## src/pkg/pgc_pkg.sv

```systemverilog
package pgc_pkg;

  // ----------------------------------------------------------------
  // Register indices
  // ----------------------------------------------------------------
  localparam logic [7:0] IDX_CURSOR_CTRL  = 8'h06;
  localparam logic [7:0] IDX_GENERAL_CTRL = 8'h1D;
  localparam logic [7:0] IDX_MISC_CTRL    = 8'h1E;
  localparam logic [7:0] IDX_SOFT_RESET   = 8'hFF;

  // ----------------------------------------------------------------
  // Reset values and writable-bit masks
  // ----------------------------------------------------------------
  localparam logic [7:0] RST_CURSOR_CTRL  = 8'h00;
  localparam logic [7:0] RST_GENERAL_CTRL = 8'h00;
  localparam logic [7:0] RST_MISC_CTRL    = 8'h00;
  localparam logic [7:0] WMASK_CURSOR     = 8'hFF;
  localparam logic [7:0] WMASK_GENERAL    = 8'h7B;
  localparam logic [7:0] WMASK_MISC       = 8'h3D;

  // ----------------------------------------------------------------
  // Vertical blank detection, in system clock cycles between blank rises
  // ----------------------------------------------------------------
  localparam logic [12:0] VBLANK_SHORT_CNT = 13'h0800;
  localparam logic [12:0] VBLANK_LONG_CNT  = 13'h1000;

  // ----------------------------------------------------------------
  // Field layouts, msb first
  // ----------------------------------------------------------------
  typedef struct packed {
    logic rsvd7;
    logic overscan_en;
    logic sync_on_green;
    logic pedestal_75;
    logic big_endian;
    logic rsvd2;
    logic vsync_invert;
    logic hsync_invert;
  } pgc_general_t;

  typedef struct packed {
    logic rsvd7;
    logic rsvd6;
    logic psel_invert;
    logic psel_switch_en;
    logic width_8bit;
    logic width_pin_disable;
    logic rsvd1;
    logic dac_power_down;
  } pgc_misc_t;

  typedef enum logic [1:0] {
    CURSOR_OFF,
    CURSOR_THREE_COLOR,
    CURSOR_FORMAT_A,
    CURSOR_FORMAT_B
  } pgc_cursor_mode_t;

  typedef struct packed {
    logic             use_direct;
    logic             field_invert;
    logic             interlace_en;
    logic             vblank_long;
    logic [1:0]       ram_addr_hi;
    pgc_cursor_mode_t mode;
  } pgc_cursor_t;

  // ----------------------------------------------------------------
  // Host microport request
  // ----------------------------------------------------------------
  typedef struct packed {
    logic       wr;
    logic       rd;
    logic [7:0] index;
    logic [7:0] wdata;
  } pgc_host_req_t;

endpackage

```

## src/core/pgc_ctrl_regs.sv

```systemverilog
`timescale 1ns/10ps

// Notes on behaviour
// RULE_01: Overscan bit enables the border output.
// RULE_02: Sync bit puts sync on green.
// RULE_03: Pedestal bit picks 0 or 7.5 IRE.
// RULE_04: Byte-order bit picks little or big endian.
// RULE_05: Vertical sync inverted when its bit set.
// RULE_06: Horizontal sync inverted when its bit set.
// RULE_07: Polarity bit sets how port-select reads.
// RULE_08: Switch enable lets port-select steer colour.
// RULE_09: Pin disable bit overrides 6/8 pin.
// RULE_10: Width bit chooses 6 or 8 bit.
// RULE_11: Power-down bit turns DACs off.
// RULE_12: Host may stop dot clock separately. This block has no dot clock stop, and writes to index 1A are ignored.
// RULE_13: Select bit picks indirect or direct cursor.
// RULE_14: Field invert flips the odd/even indicator.
// RULE_15: Interlace bit uses field pin for cursor.
// RULE_16: Vertical blank from long blank-rise gaps.
// RULE_17: Two bits form cursor address 9:8.
// RULE_18: Mode field: off, three-colour, two formats.
// RULE_19: Write to reset index restores defaults.
// RULE_20: Reserved bits read zero.

module pgc_ctrl_regs
(
  // Clock and reset
  input  wire logic                   SYS_CLK,
  input  wire logic                   SRST,
  // Host microport
  input  wire pgc_pkg::pgc_host_req_t HOST_REQ,
  output logic [7:0]                  REG_RDATA,
  // Pins from outside the clock domain
  input  wire logic                   HSYNC_IN,
  input  wire logic                   VSYNC_IN,
  input  wire logic                   BLANK_IN,
  input  wire logic                   PSEL_IN,
  input  wire logic                   WIDTH_PIN_IN,
  input  wire logic                   ODD_EVEN_IN,
  // Same-clock inputs from the datapath
  input  wire logic                   COLOR_KEY_DIRECT,
  input  wire logic [1:0]             DIRECT_CURSOR_MODE,
  input  wire logic [7:0]             CURSOR_ADDR_LO,
  // Video controls
  output logic                        OVERSCAN_EN,
  output logic                        SYNC_ON_GREEN,
  output logic                        PEDESTAL_75,
  output logic                        BIG_ENDIAN,
  output logic                        HSYNC_OUT,
  output logic                        VSYNC_OUT,
  output logic                        DIRECT_COLOR_SEL,
  output logic                        WIDTH_8BIT,
  output logic                        DAC_POWER_DOWN,
  // Cursor controls
  output logic [1:0]                  CURSOR_MODE,
  output logic                        CURSOR_INTERLACE,
  output logic                        CURSOR_FIELD_ODD,
  output logic [9:0]                  CURSOR_RAM_ADDR,
  output logic                        VBLANK_DET
);

  // ----------------------------------------------------------------
  // Pin synchronisers
  // ----------------------------------------------------------------
  logic [5:0] pin_meta_ff;
  logic [5:0] pin_sync_ff;
  wire  [5:0] pin_raw = {ODD_EVEN_IN, WIDTH_PIN_IN, PSEL_IN,
                         BLANK_IN, VSYNC_IN, HSYNC_IN};

  genvar gi;
  generate
    for (gi = 0; gi < 6; gi++)
    begin : g_sync
      always_ff @(posedge SYS_CLK)
      begin
        if (SRST)
        begin
          pin_meta_ff[gi] <= 1'b0;
          pin_sync_ff[gi] <= 1'b0;
        end
        else
        begin
          pin_meta_ff[gi] <= pin_raw[gi];
          pin_sync_ff[gi] <= pin_meta_ff[gi];
        end
      end
    end
  endgenerate

  wire hsync_s     = pin_sync_ff[0];
  wire vsync_s     = pin_sync_ff[1];
  wire blank_s     = pin_sync_ff[2];
  wire psel_s      = pin_sync_ff[3];
  wire width_pin_s = pin_sync_ff[4];
  wire odd_even_s  = pin_sync_ff[5];

  // ----------------------------------------------------------------
  // Register decode
  // ----------------------------------------------------------------
  pgc_pkg::pgc_general_t gen_ff;
  pgc_pkg::pgc_misc_t    misc_ff;
  pgc_pkg::pgc_cursor_t  cur_ff;
  logic [7:0]            rdata_ff;

  wire [7:0] wdata    = HOST_REQ.wdata;
  wire       wr_gen   = HOST_REQ.wr && (HOST_REQ.index == pgc_pkg::IDX_GENERAL_CTRL);
  wire       wr_misc  = HOST_REQ.wr && (HOST_REQ.index == pgc_pkg::IDX_MISC_CTRL);
  wire       wr_cur   = HOST_REQ.wr && (HOST_REQ.index == pgc_pkg::IDX_CURSOR_CTRL);
  // Data on a reset write is discarded
  wire       soft_rst = HOST_REQ.wr && (HOST_REQ.index == pgc_pkg::IDX_SOFT_RESET); // see RULE_19
  wire       any_rst  = SRST | soft_rst;

  // Reserved bits are never stored, so they cannot read back as one
  wire [7:0] nxt_gen  = wdata & pgc_pkg::WMASK_GENERAL;   // see RULE_20
  wire [7:0] nxt_misc = wdata & pgc_pkg::WMASK_MISC;      // see RULE_20
  wire [7:0] nxt_cur  = wdata & pgc_pkg::WMASK_CURSOR;

  wire [7:0] rd_mux =
    (HOST_REQ.index == pgc_pkg::IDX_GENERAL_CTRL) ? gen_ff  :
    (HOST_REQ.index == pgc_pkg::IDX_MISC_CTRL)    ? misc_ff :
    (HOST_REQ.index == pgc_pkg::IDX_CURSOR_CTRL)  ? cur_ff  : 8'h00;
  wire [7:0] nxt_rdata = HOST_REQ.rd ? rd_mux : rdata_ff;

  always_ff @(posedge SYS_CLK)
  begin
    if (any_rst)
    begin
      gen_ff  <= pgc_pkg::RST_GENERAL_CTRL;   // see RULE_19
      misc_ff <= pgc_pkg::RST_MISC_CTRL;
      cur_ff  <= pgc_pkg::RST_CURSOR_CTRL;
    end
    else
    begin
      if (wr_gen)
        gen_ff <= nxt_gen;
      if (wr_misc)
        misc_ff <= nxt_misc;
      if (wr_cur)
        cur_ff <= nxt_cur;
    end
  end

  // Read data holds until the next read
  always_ff @(posedge SYS_CLK)
  begin
    if (SRST)
      rdata_ff <= 8'h00;
    else
      rdata_ff <= nxt_rdata;
  end

  assign REG_RDATA = rdata_ff;

  // ----------------------------------------------------------------
  // Derived controls
  // ----------------------------------------------------------------
  // Key logic decides first; the port-select pin may only veto or pass
  wire psel_direct = psel_s ^ misc_ff.psel_invert;                // see RULE_07
  wire nxt_direct  = misc_ff.psel_switch_en ?
                     (psel_direct & COLOR_KEY_DIRECT) :
                     COLOR_KEY_DIRECT;                             // see RULE_08
  wire nxt_width8  = misc_ff.width_pin_disable ?
                     misc_ff.width_8bit : width_pin_s;             // see RULE_09
  wire [1:0] nxt_mode = cur_ff.use_direct ?
                        DIRECT_CURSOR_MODE : cur_ff.mode;          // see RULE_13
  wire nxt_field   = cur_ff.interlace_en &
                     (odd_even_s ^ cur_ff.field_invert);           // see RULE_14
  wire [9:0] nxt_addr = {cur_ff.ram_addr_hi, CURSOR_ADDR_LO};      // see RULE_17

  logic       overscan_ff;
  logic       sog_ff;
  logic       ped_ff;
  logic       endian_ff;
  logic       hsync_ff;
  logic       vsync_ff;
  logic       direct_ff;
  logic       width8_ff;
  logic       dac_pd_ff;
  logic [1:0] mode_ff;
  logic       interlace_ff;
  logic       field_ff;
  logic [9:0] addr_ff;

  always_ff @(posedge SYS_CLK)
  begin
    if (SRST)
    begin
      overscan_ff  <= 1'b0;
      sog_ff       <= 1'b0;
      ped_ff       <= 1'b0;
      endian_ff    <= 1'b0;
      hsync_ff     <= 1'b0;
      vsync_ff     <= 1'b0;
      direct_ff    <= 1'b0;
      width8_ff    <= 1'b0;
      dac_pd_ff    <= 1'b0;
      mode_ff      <= 2'h0;
      interlace_ff <= 1'b0;
      field_ff     <= 1'b0;
      addr_ff      <= 10'h000;
    end
    else
    begin
      overscan_ff  <= gen_ff.overscan_en;                // see RULE_01
      sog_ff       <= gen_ff.sync_on_green;              // see RULE_02
      ped_ff       <= gen_ff.pedestal_75;                // see RULE_03
      endian_ff    <= gen_ff.big_endian;                 // see RULE_04
      hsync_ff     <= hsync_s ^ gen_ff.hsync_invert;     // see RULE_06
      vsync_ff     <= vsync_s ^ gen_ff.vsync_invert;     // see RULE_05
      direct_ff    <= nxt_direct;
      width8_ff    <= nxt_width8;                        // see RULE_10
      dac_pd_ff    <= misc_ff.dac_power_down;            // see RULE_11
      mode_ff      <= nxt_mode;                          // see RULE_18
      interlace_ff <= cur_ff.interlace_en;               // see RULE_15
      field_ff     <= nxt_field;                         // see RULE_15
      addr_ff      <= nxt_addr;
    end
  end

  assign OVERSCAN_EN      = overscan_ff;
  assign SYNC_ON_GREEN    = sog_ff;
  assign PEDESTAL_75      = ped_ff;
  assign BIG_ENDIAN       = endian_ff;
  assign HSYNC_OUT        = hsync_ff;
  assign VSYNC_OUT        = vsync_ff;
  assign DIRECT_COLOR_SEL = direct_ff;
  assign WIDTH_8BIT       = width8_ff;
  assign DAC_POWER_DOWN   = dac_pd_ff;
  assign CURSOR_MODE      = mode_ff;
  assign CURSOR_INTERLACE = interlace_ff;
  assign CURSOR_FIELD_ODD = field_ff;
  assign CURSOR_RAM_ADDR  = addr_ff;

  // ----------------------------------------------------------------
  // Vertical blank detection
  // ----------------------------------------------------------------
  pgc_vblank_det u_vblank
  (
    .clk      (SYS_CLK),
    .rst      (SRST),
    .blank_s  (blank_s),
    .long_sel (cur_ff.vblank_long),   // see RULE_16
    .vblank_ff(VBLANK_DET)
  );
endmodule

```

## src/core/pgc_vblank_det.sv

```systemverilog
`timescale 1ns/10ps

module pgc_vblank_det
#(
  parameter logic [12:0] SHORT_CNT = pgc_pkg::VBLANK_SHORT_CNT,
  parameter logic [12:0] LONG_CNT  = pgc_pkg::VBLANK_LONG_CNT
)
(
  // Clock and reset
  input  wire logic clk,
  input  wire logic rst,
  // Synchronised blank and length select
  input  wire logic blank_s,
  input  wire logic long_sel,
  // Detection pulse
  output logic      vblank_ff
);

  // ----------------------------------------------------------------
  // Gap counter
  // ----------------------------------------------------------------
  logic        blank_d_ff;
  logic [12:0] gap_cnt_ff;
  logic [12:0] nxt_gap_cnt;
  logic        nxt_vblank;
  wire         blank_rise = blank_s & ~blank_d_ff;
  wire  [12:0] threshold  = long_sel ? LONG_CNT : SHORT_CNT;
  wire         gap_full   = (gap_cnt_ff >= threshold);

  // Saturates so a very long gap cannot wrap back below threshold
  assign nxt_gap_cnt = blank_rise ? 13'h0001 :
                       (gap_cnt_ff == 13'h1FFF) ? gap_cnt_ff :
                       gap_cnt_ff + 13'h0001;
  assign nxt_vblank  = blank_rise & gap_full;   // see RULE_16

  always_ff @(posedge clk)
  begin
    if (rst)
    begin
      blank_d_ff <= 1'b0;
      gap_cnt_ff <= 13'h0000;
      vblank_ff  <= 1'b0;
    end
    else
    begin
      blank_d_ff <= blank_s;
      gap_cnt_ff <= nxt_gap_cnt;
      vblank_ff  <= nxt_vblank;
    end
  end
endmodule

```

## config.mk

```make
export PLATFORM = sky130hd
export DESIGN_NAME = pgc_ctrl_regs
export DESIGN_NICKNAME = d
export VERILOG_FILES = /design/src/pkg/pgc_pkg.sv /design/src/core/pgc_ctrl_regs.sv /design/src/core/pgc_vblank_det.sv
export SDC_FILE = /design/constraint.sdc
export NUM_CORES = 1
export LEC_CHECK = 0
export BUFFER_PORTS_ARGS = -buffer_cell sky130_fd_sc_hd__buf_2
export CAP_MARGIN = 20
export CORE_MARGIN = 2
export CORE_UTILIZATION = 40
export CTS_BUF_LIST = sky130_fd_sc_hd__clkbuf_16
export CTS_CLUSTER_SIZE = 16
export DETAILED_ROUTE_END_ITERATION = 6
export SLEW_MARGIN = 20
export SYNTH_ARGS = -nofsm -noshare
export SYNTH_HDL_FRONTEND = slang
export SYNTH_SLANG_ARGS = --single-unit
```

## constraint.sdc

```tcl
create_clock -name SYS_CLK -period 4.65 [get_ports SYS_CLK]
set_clock_uncertainty 0.15 [all_clocks]
set_input_delay 0.93 -clock SYS_CLK [delete_from_list [all_inputs] [get_ports SYS_CLK]]
set_output_delay 0.93 -clock SYS_CLK [all_outputs]
set_load 0.005 [all_outputs]
```

==> impl_metrics.yaml, run 1 <==
outcome:
  status: "complete, no violations"
detailed_routing:
  drc: 0
  drt_iter0_markers: 117
  firstDrtPassIters: 4
  vias_per_cell: 4.85
  wl_um: 6210
  wl_per_cell_um: 13.3
  top_layer_used: "met4"
  vias: 2262
  ant_nets: 0
  dr_wl_met2_um: 2640
  wl_met3_um: 357
  drt-met1-wl_um: 3130
logic_synthesis:
  synth_top_family_by_area: "simple AND/OR/NAND/NOR gates"
  synth_most_common_cell: "dfxtp_1"
  netlist.area_leader.share: 0.522
  synth_area_leaders: "dfxtp_1 (52%), mux2i_1 (7.8%), nor2b_1 (7.0%), nor2_1 (4.4%), a21oi_1 (2.0%)"
  synthXorXnorAreaFrac: 0.0178
  synth-async-reset-ratio: 0
  yosysSeqAreaShare: 0.522
  synth_compound_area_frac: 0.111
  synth_edf_count: 0
  netlist.top_cell.by_area: "dfxtp_1"
  synth_nets: 336
  ys_top_cells_by_count: "dfxtp_1 (77), nor2_1 (35), nor2b_1 (33), mux2i_1 (23), a21oi_1 (12)"
  synthAdderAreaFrac: 0.0169
  muxShareOfSynthArea: 0.0780
  ys_warn_count: 0
  synth_area_per_cell_um2: 10.0
  synthCells: 295
  ys_ff_latch: 77
  synth-simple-area-share: 0.228
  ys.flop_type: "dfxtp_1"
  ys_types: 48
  synth_area_um2: 2950
die:
  dieArea_um2: 8090
  pin_count: 69
  rows: 31
  die_h_um: 89.9
  start_util: 0.409
  core_area_um2: 7210
  die_w_um: 89.9
sta:
  maxSlewHeadroom: 0.447
  fmax_ghz: 0.397
  tightestPinTransition_ps: 830
  finalHoldViolations: 0
  rsz0062_at_grt: "no"
  drv_slew: 0
  fin_tns_setup_ps: 0
  setup_violations: 0
  min_period_ps: 2520
  finalCritPeriodShare: 0.542
cts:
  insertion_delay_ps: 330
  clk_pin_slew_worst_paths_ps: 60
  cts_resized: 0
  cts_tree: "built"
  cts-hold-fix-buffers: 0
  cts_buffers: 9
  post_cts_buffers: 0
  cts_root_buffer: "clkbuf_16"
  cts_buffer_depth: 2
  htree_levels: 3
  cts.sinks: 77
global_routing:
  grt_pass1_wl_um: 10600
  grt_usage: 0.165
  grt_pass1_vias: 2171
  grt_overflow: 0
  antenna_found_initial: 0
  grt_max_degree: 48
critical_path:
  crit_end: "gen_ff[1]$_SDFFE_PP0P_"
  reg2reg_slack_ps: 2810
  setup.worst_path.class: "in -> reg"
  timing.rr.end: "u_vblank.gap_cnt_ff[10]$_SDFFE_PP0P_"
  worst-path-max-fanout: 6
  r2r-start: "u_vblank.gap_cnt_ff[0]$_SDFFE_PP0P_"
  arrival_ps: 2580
  crit_path_end_kind: "flop"
  cp-start-kind: "primary input"
  rr_worst_depth: 5
  startpoint: "HOST_REQ[15]"
  required_ps: 4710
place:
  dp.cells: 450
  globalplace.congestion: 0.800
  place_hpwl_um: 4300
  postPlaceCellArea_um2: 3360
  io_buffers: 68
finish:
  drive_gt1_frac: 0.243
  final_core_util: 0.506
  stdcell_area_um2: 3650
  fin_cells: 466
  nNetsFinal: 403
  fillCellCount: 717
  num_antenna_cells: 0
  syn_to_final_growth_pct: 23.7
worst_hold_path:
  min_delay_path_depth: 1
  hp-class: "reg -> reg"
power:
  p_leak_nw: 1.53
  ir_drop_uv: 205
  powerDensity_nw_per_um2: 390
flow_run:
  maxCapViolations: 0
==> power breakdown <==
part           internal [mW]  switching [mW]
logic                 0.0314          0.0384
registers              0.674         0.00528
clock network          0.412           0.263
==> routing by layer <==
layer | vias to the layer above | track usage
met5 | - | 0
met4 | 0 | 0.0885
met3 | 9 | 0.0520
met2 | 67 | 0.236
met1 | 1016 | 0.221
li1 | 1170 | -
==> area by class of cell <==
cell class | count | area (um2) | share of cell area
clock buffer | 9 | 225 | 0.0616
clock inverter | 7 | 65.1 | 0.0178
inverter | 7 | 26.3 | 0.00719
multi-input combinational | 199 | 1330 | 0.364
sequential | 77 | 1540 | 0.422
tap | 99 | 124 | 0.0339
timing repair buffer | 68 | 340 | 0.0932
==> cells by family (layout without fill, tap and decap cells) <==
logic type      count (synthesis)  count (layout)
flops                          77              77
fa+ha+maj                       4               4
simple gates                  120             120
compound gates                 46              46
xor+xnor                        6               6
mux                            23              23
buf+inv                        19              91
==> state kept, by name, indices dropped and copies added, names as in the netlist, 2 cells and up <==
register and flops:
cur_ff 8, CURSOR_RAM_ADDR 10, pin_meta_ff 6, REG_RDATA 8, u_vblank.gap_cnt_ff 13, CURSOR_MODE 2
misc_ff 5, gen_ff 6
==> how the worst min path moves through the flow <==
stage	endpoint	start
after detailed placement	width_pin_s$_SDFF_PP0_	pin_meta_ff[4]$_SDFF_PP0_
after global routing	hsync_s$_SDFF_PP0_	pin_meta_ff[0]$_SDFF_PP0_
after global placement	psel_s$_SDFF_PP0_	pin_meta_ff[3]$_SDFF_PP0_
after CTS	hsync_s$_SDFF_PP0_	pin_meta_ff[0]$_SDFF_PP0_
final	hsync_s$_SDFF_PP0_	pin_meta_ff[0]$_SDFF_PP0_
after floorplan	blank_s$_SDFF_PP0_	pin_meta_ff[2]$_SDFF_PP0_
==> through the flow <==
step | power (mW) | hold slack (ps) | setup slack (ps)
floorplan | 0.730 | 264 | 2070
global placement | 0.764 | 266 | 1820
detailed placement | 0.764 | 274 | 1790
CTS | 1.44 | 286 | 2140
global route | 1.49 | 296 | 1940
finish | 1.42 | 284 | 2130
==> critical path, stage by stage <==
cell and delay [ps]:
buf_2 110, or4b_4 570, or4_1 680, mux2i_1 230, nor2_1 50
==> cell usage in the layout, fill, tap and decap left out, types with 5 or more instances in the layout <==
master     count
inv_1          7
nor2_1        35
a21oi_1       12
buf_2         68
and4_1         5
nand2_1       11
dfxtp_1       77
nand2b_1       5
nor2b_1       33
xnor2_1        5
clkbuf_16      9
mux2i_1       23
nand3_1        6
o21ai_0        7
(Power assumes the default switching activity.)
==> inputs of run 2 (changes only) <==
==> constraint.sdc (replaced) <==
create_clock -name SYS_CLK -period 2.05 [get_ports SYS_CLK]
set_clock_uncertainty 0.15 [all_clocks]
set_input_delay 0.41 -clock SYS_CLK [delete_from_list [all_inputs] [get_ports SYS_CLK]]
set_output_delay 0.41 -clock SYS_CLK [all_outputs]
set_load 0.005 [all_outputs]
==> run 2 against run 1 <==
Effect of this change:
- non-clock buffer count rose by 14
- critical endpoint is now gen_ff[4]$_SDFFE_PP0P_
- critical path type unchanged
- largest cell class unchanged
- sequential power up 130%
- design area is 3.2% higher
==> impl_metrics.yaml, run 2 (synthesis gave the netlist of run 1 again) <==
critical_path:
  cp-start-kind: "primary input"
  worst-path-max-fanout: 6
  required_ps: 2110
  arrival_ps: 1890
  crit_path_end_kind: "flop"
  setup.worst_path.class: "in -> reg"
cts:
  cts_buffers: 9
  cts_root_buffer: "clkbuf_16"
  cts.sinks: 77
  cts-hold-fix-buffers: 0
  cts_tree: "built"
  clk_pin_slew_worst_paths_ps: 60
  post_cts_buffers: 0
  cts_resized: 0
  insertion_delay_ps: 330
  cts_buffer_depth: 2
  htree_levels: 3
flow_run:
  maxCapViolations: 0
detailed_routing:
  firstDrtPassIters: 4
  drc: 0
  vias_per_cell: 4.88
  wl_um: 6510
  ant_nets: 0
  wl_per_cell_um: 13.6
  vias: 2340
  drt_iter0_markers: 87
sta:
  tightestPinTransition_ps: 539
  worst_slack_ps: 221
  fmax_ghz: 0.547
  whs_ps: 136
  fin_tns_setup_ps: 0
  finalHoldViolations: 0
  finalCritPeriodShare: 0.892
  rsz0062_at_grt: "no"
  min_period_ps: 1830
  maxSlewHeadroom: 0.636
  drv_slew: 0
  setup_violations: 0
die:
  die_h_um: 89.9
  start_util: 0.409
  rows: 31
  core_area_um2: 7210
  die_w_um: 89.9
  pin_count: 69
  dieArea_um2: 8090
finish:
  layout.cells.most_common: "dfxtp_1"
  drive_gt1_frac: 0.276
  mostFrequentLayoutCells: "dfxtp_1 (77), buf_2 (68), nor2_1 (35)"
  nNetsFinal: 417
  num_antenna_cells: 0
  syn_to_final_growth_pct: 27.7
  fin_cells: 480
  largest_reg_flops: 13
  regMostFlops: "u_vblank.gap_cnt_ff"
global_routing:
  grt_pass1_vias: 2265
  grt_overflow: 0
  grt_pass1_wl_um: 10800
  grt_usage: 0.166
  antenna_found_initial: 0
  grt_max_degree: 29
place:
  dp_slack_ps: -119
  place_hpwl_um: 4670
  io_buffers: 68
  globalplace.congestion: 0.844
  dp.cells: 464
power:
  p_leak_nw: 1.60
  p_total_mw: 3.28
  powerDensity_nw_per_um2: 871
  ir_drop_uv: 405
outcome:
  status: "complete, no violations"
worst_hold_path:
  hp-class: "in -> reg"
==> run 2: metal layers <==
metal / GRT usage / vias to the layer above / wire length [um]
met5: 0 / - / 0
met4: 0.0577 / 0 / 57
met3: 0.0553 / 4 / 351
met2: 0.244 / 69 / 2770
met1: 0.227 / 1070 / 3330
li1: - / 1197 / -
==> run 2: layout make-up <==
class	instances	area (um2)
well taps	99	124
clock inverters	7	73.8
multi-input cells	199	1340
repair buffers	82	445
flip-flops and latches	77	1540
fillers	702	3440
inverters	7	26.3
clock buffers	9	225
==> run 2: worst max-delay path, stage by stage <==
cell,delay (ps)
buf_2,110
or4b_4,540
or4_4,580
mux2i_1,190
nor2_1,50
==> run 2: final timing paths <==
path / slack, ps / startpoint / cells after the start / to
min: 140 / CURSOR_ADDR_LO[1] / 2 / CURSOR_RAM_ADDR[1]$_SDFF_PP0_
max reg2reg: 270 / u_vblank.gap_cnt_ff[9]$_SDFFE_PP0P_ / 4 / u_vblank.gap_cnt_ff[3]$_SDFFE_PP0P_
max: 220 / HOST_REQ[15] / 5 / gen_ff[4]$_SDFFE_PP0P_
min reg2reg: 290 / pin_meta_ff[4]$_SDFF_PP0_ / 1 / width_pin_s$_SDFF_PP0_
==> run 2: stage by stage <==
step / util / instance area [um2]
floorplan: - / 2960
global placement: 0.481 / 3470
detailed placement: 0.481 / 3470
CTS: 0.523 / 3770
global route: 0.523 / 3770
finish: 0.523 / 3770
==> run 2: power by group <==
group	total (mW)	switching (mW)	internal, mW
clock network	1.57	0.624	0.946
registers	1.54	0.0126	1.53
logic	0.171	0.0913	0.0800
total	3.28	0.728	2.55
==> inputs of run 3 (changes only) <==
--- a/config.mk
+++ b/config.mk
@@ -5,13 +5,14 @@
 export SDC_FILE = /design/constraint.sdc
 export NUM_CORES = 1
 export LEC_CHECK = 0
-export BUFFER_PORTS_ARGS = -buffer_cell sky130_fd_sc_hd__buf_2
 export CAP_MARGIN = 20
+export CORE_ASPECT_RATIO = 1.4
 export CORE_MARGIN = 2
 export CORE_UTILIZATION = 40
 export CTS_BUF_LIST = sky130_fd_sc_hd__clkbuf_16
 export CTS_CLUSTER_SIZE = 16
 export DETAILED_ROUTE_END_ITERATION = 6
+export DONT_BUFFER_PORTS = 1
 export SLEW_MARGIN = 20
 export SYNTH_ARGS = -nofsm -noshare
 export SYNTH_HDL_FRONTEND = slang
==> constraint.sdc (replaced) <==
create_clock -name SYS_CLK -period 2.05 [get_ports SYS_CLK]
set_clock_uncertainty 0.15 [all_clocks]
set_input_delay 0.205 -clock SYS_CLK [delete_from_list [all_inputs] [get_ports SYS_CLK]]
set_output_delay 0.205 -clock SYS_CLK [all_outputs]
set_load 0.005 [all_outputs]
==> run 3 against run 2 <==
Effect of this change:
- core utilization is 2.1 points lower
- largest power group unchanged
- critical path depth rose by 1
- largest cell class unchanged
- wire length is 0.61% lower
- clock-buffer cell count unchanged
==> impl_metrics.yaml, run 3 (synthesis gave the netlist of run 1 again) <==
die:
  die_h_um: 106
  rows: 37
  start_util: 0.406
  die_w_um: 76.6
  pin_count: 69
  dieArea_um2: 8100
  core_area_um2: 7270
sta:
  fmax_ghz: 0.544
  rsz0062_at_grt: "no"
  maxSlewHeadroom: 0.635
  tightestPinTransition_ps: 540
  setup_violations: 0
  fin_tns_setup_ps: 0
  finalCritPeriodShare: 0.897
  finalHoldViolations: 0
  drv_slew: 0
  min_period_ps: 1840
worst_hold_path:
  min_delay_path_depth: 2
  hp-class: "in -> reg"
detailed_routing:
  drt-met1-wl_um: 2640
  vias_per_cell: 5.17
  drt_iter0_markers: 69
  wl_met3_um: 291
  top_layer_used: "met4"
  ant_nets: 0
  drc: 0
  vias: 2217
  firstDrtPassIters: 4
  dr_wl_met2_um: 3350
  wl_um: 6470
  wl_per_cell_um: 15.1
finish:
  stdcell_area_um2: 3650
  regMostFlops: "u_vblank.gap_cnt_ff"
  layout.cells.most_common: "dfxtp_1"
  nNetsFinal: 368
  num_antenna_cells: 0
  drive_gt1_frac: 0.0873
  fillCellCount: 713
  largest_reg_flops: 13
  mostFrequentLayoutCells: "dfxtp_1 (77), nor2_1 (35), nor2b_1 (33)"
  syn_to_final_growth_pct: 23.6
power:
  p_leak_nw: 1.37
  ir_drop_uv: 479
  powerDensity_nw_per_um2: 891
place:
  postPlaceCellArea_um2: 3060
  globalplace.congestion: 0.877
  io_buffers: 0
  place_hpwl_um: 4450
cts:
  cts.sinks: 77
  clk_pin_slew_worst_paths_ps: 60
  cts_root_buffer: "clkbuf_16"
  cts_tree: "built"
  cts_buffers: 9
  cts_resized: 0
  cts_buffer_depth: 2
  htree_levels: 3
  insertion_delay_ps: 330
critical_path:
  cp-start-kind: "primary input"
  arrival_ps: 1970
  cpPeakStageDelay_ps: 570
  rr_worst_depth: 4
  required_ps: 2180
  crit_chain: "or4b_4 > nor3_1 > buf_4 > a31oi_1 > a21oi_1 > dlygate4sd3_1"
  setup.worst_path.class: "in -> reg"
  worst-path-max-fanout: 5
  cp_slowest_cell: "or4b_4"
  crit_path_end_kind: "flop"
global_routing:
  grt_max_degree: 46
  grt_pass1_vias: 2258
  grt_usage: 0.172
  antenna_found_initial: 0
  grt_overflow: 0
  grt_pass1_wl_um: 10800
outcome:
  status: "complete, no violations"
flow_run:
  maxCapViolations: 0
## run 3: critical path, delay by kind of cell
family / cells / cell delay (ps)
AO/OA/AOI/OAI: 2 / 220
buffers and inverters: 2 / 720
AND/OR/NAND/NOR: 2 / 810
## run 3: stage by stage
stage / hold slack [ps] / power [mW] / setup slack (ps) / std cells / utilization
2_1_floorplan: 183 / 1.66 / 192 / 295 / -
3_3_place_gp: 130 / 1.66 / 66.2 / 385 / 0.421
6_report: 28.1 / 3.25 / 210 / 429 / 0.502
5_1_grt: 25.4 / 3.38 / 54.2 / 429 / 0.502
4_1_cts: 18.2 / 3.30 / 239 / 429 / 0.502
3_5_place_dp: 132 / 1.66 / 34.9 / 385 / 0.421
## run 3: path summary, 6_finish.rpt
path	slack (ps)	startpoint	end
setup / recovery	210	HOST_REQ[15]	REG_RDATA[4]$_SDFFE_PP0P_
hold / removal	30	SRST	CURSOR_RAM_ADDR[5]$_SDFF_PP0_
hold reg to reg	280	pin_meta_ff[1]$_SDFF_PP0_	vsync_s$_SDFF_PP0_
setup reg to reg	240	u_vblank.gap_cnt_ff[8]$_SDFFE_PP0P_	u_vblank.gap_cnt_ff[5]$_SDFFE_PP0P_
## run 3: cell type report
class,count,area [um2],area share
tap,97,121,0.0333
inverter,7,26.3,0.00720
timing repair buffer,33,328,0.0898
clock inverter,7,76.3,0.0209
multi-input combinational,199,1330,0.365
clock buffer,9,225,0.0617
sequential,77,1540,0.422
## run 3: power by group
group	switching [mW]	internal, mW	total (mW)
registers	0.0165	1.53	1.54
clock network	0.616	0.945	1.56
logic	0.0706	0.0751	0.146
total	0.703	2.55	3.25
## run 3: repair_timing
action                                 in CTS  in global routing
hold buffers                               28                  0
setup buffers                               0                  0
endpoints found under the hold margin      69                  0
## run 3: layer usage
metal  vias to the layer above  global-route usage
met5                         -                   0
met3                        16              0.0565
met1                      1049               0.179
li1                       1108                   -
met4                         0              0.0961
met2                        44               0.302
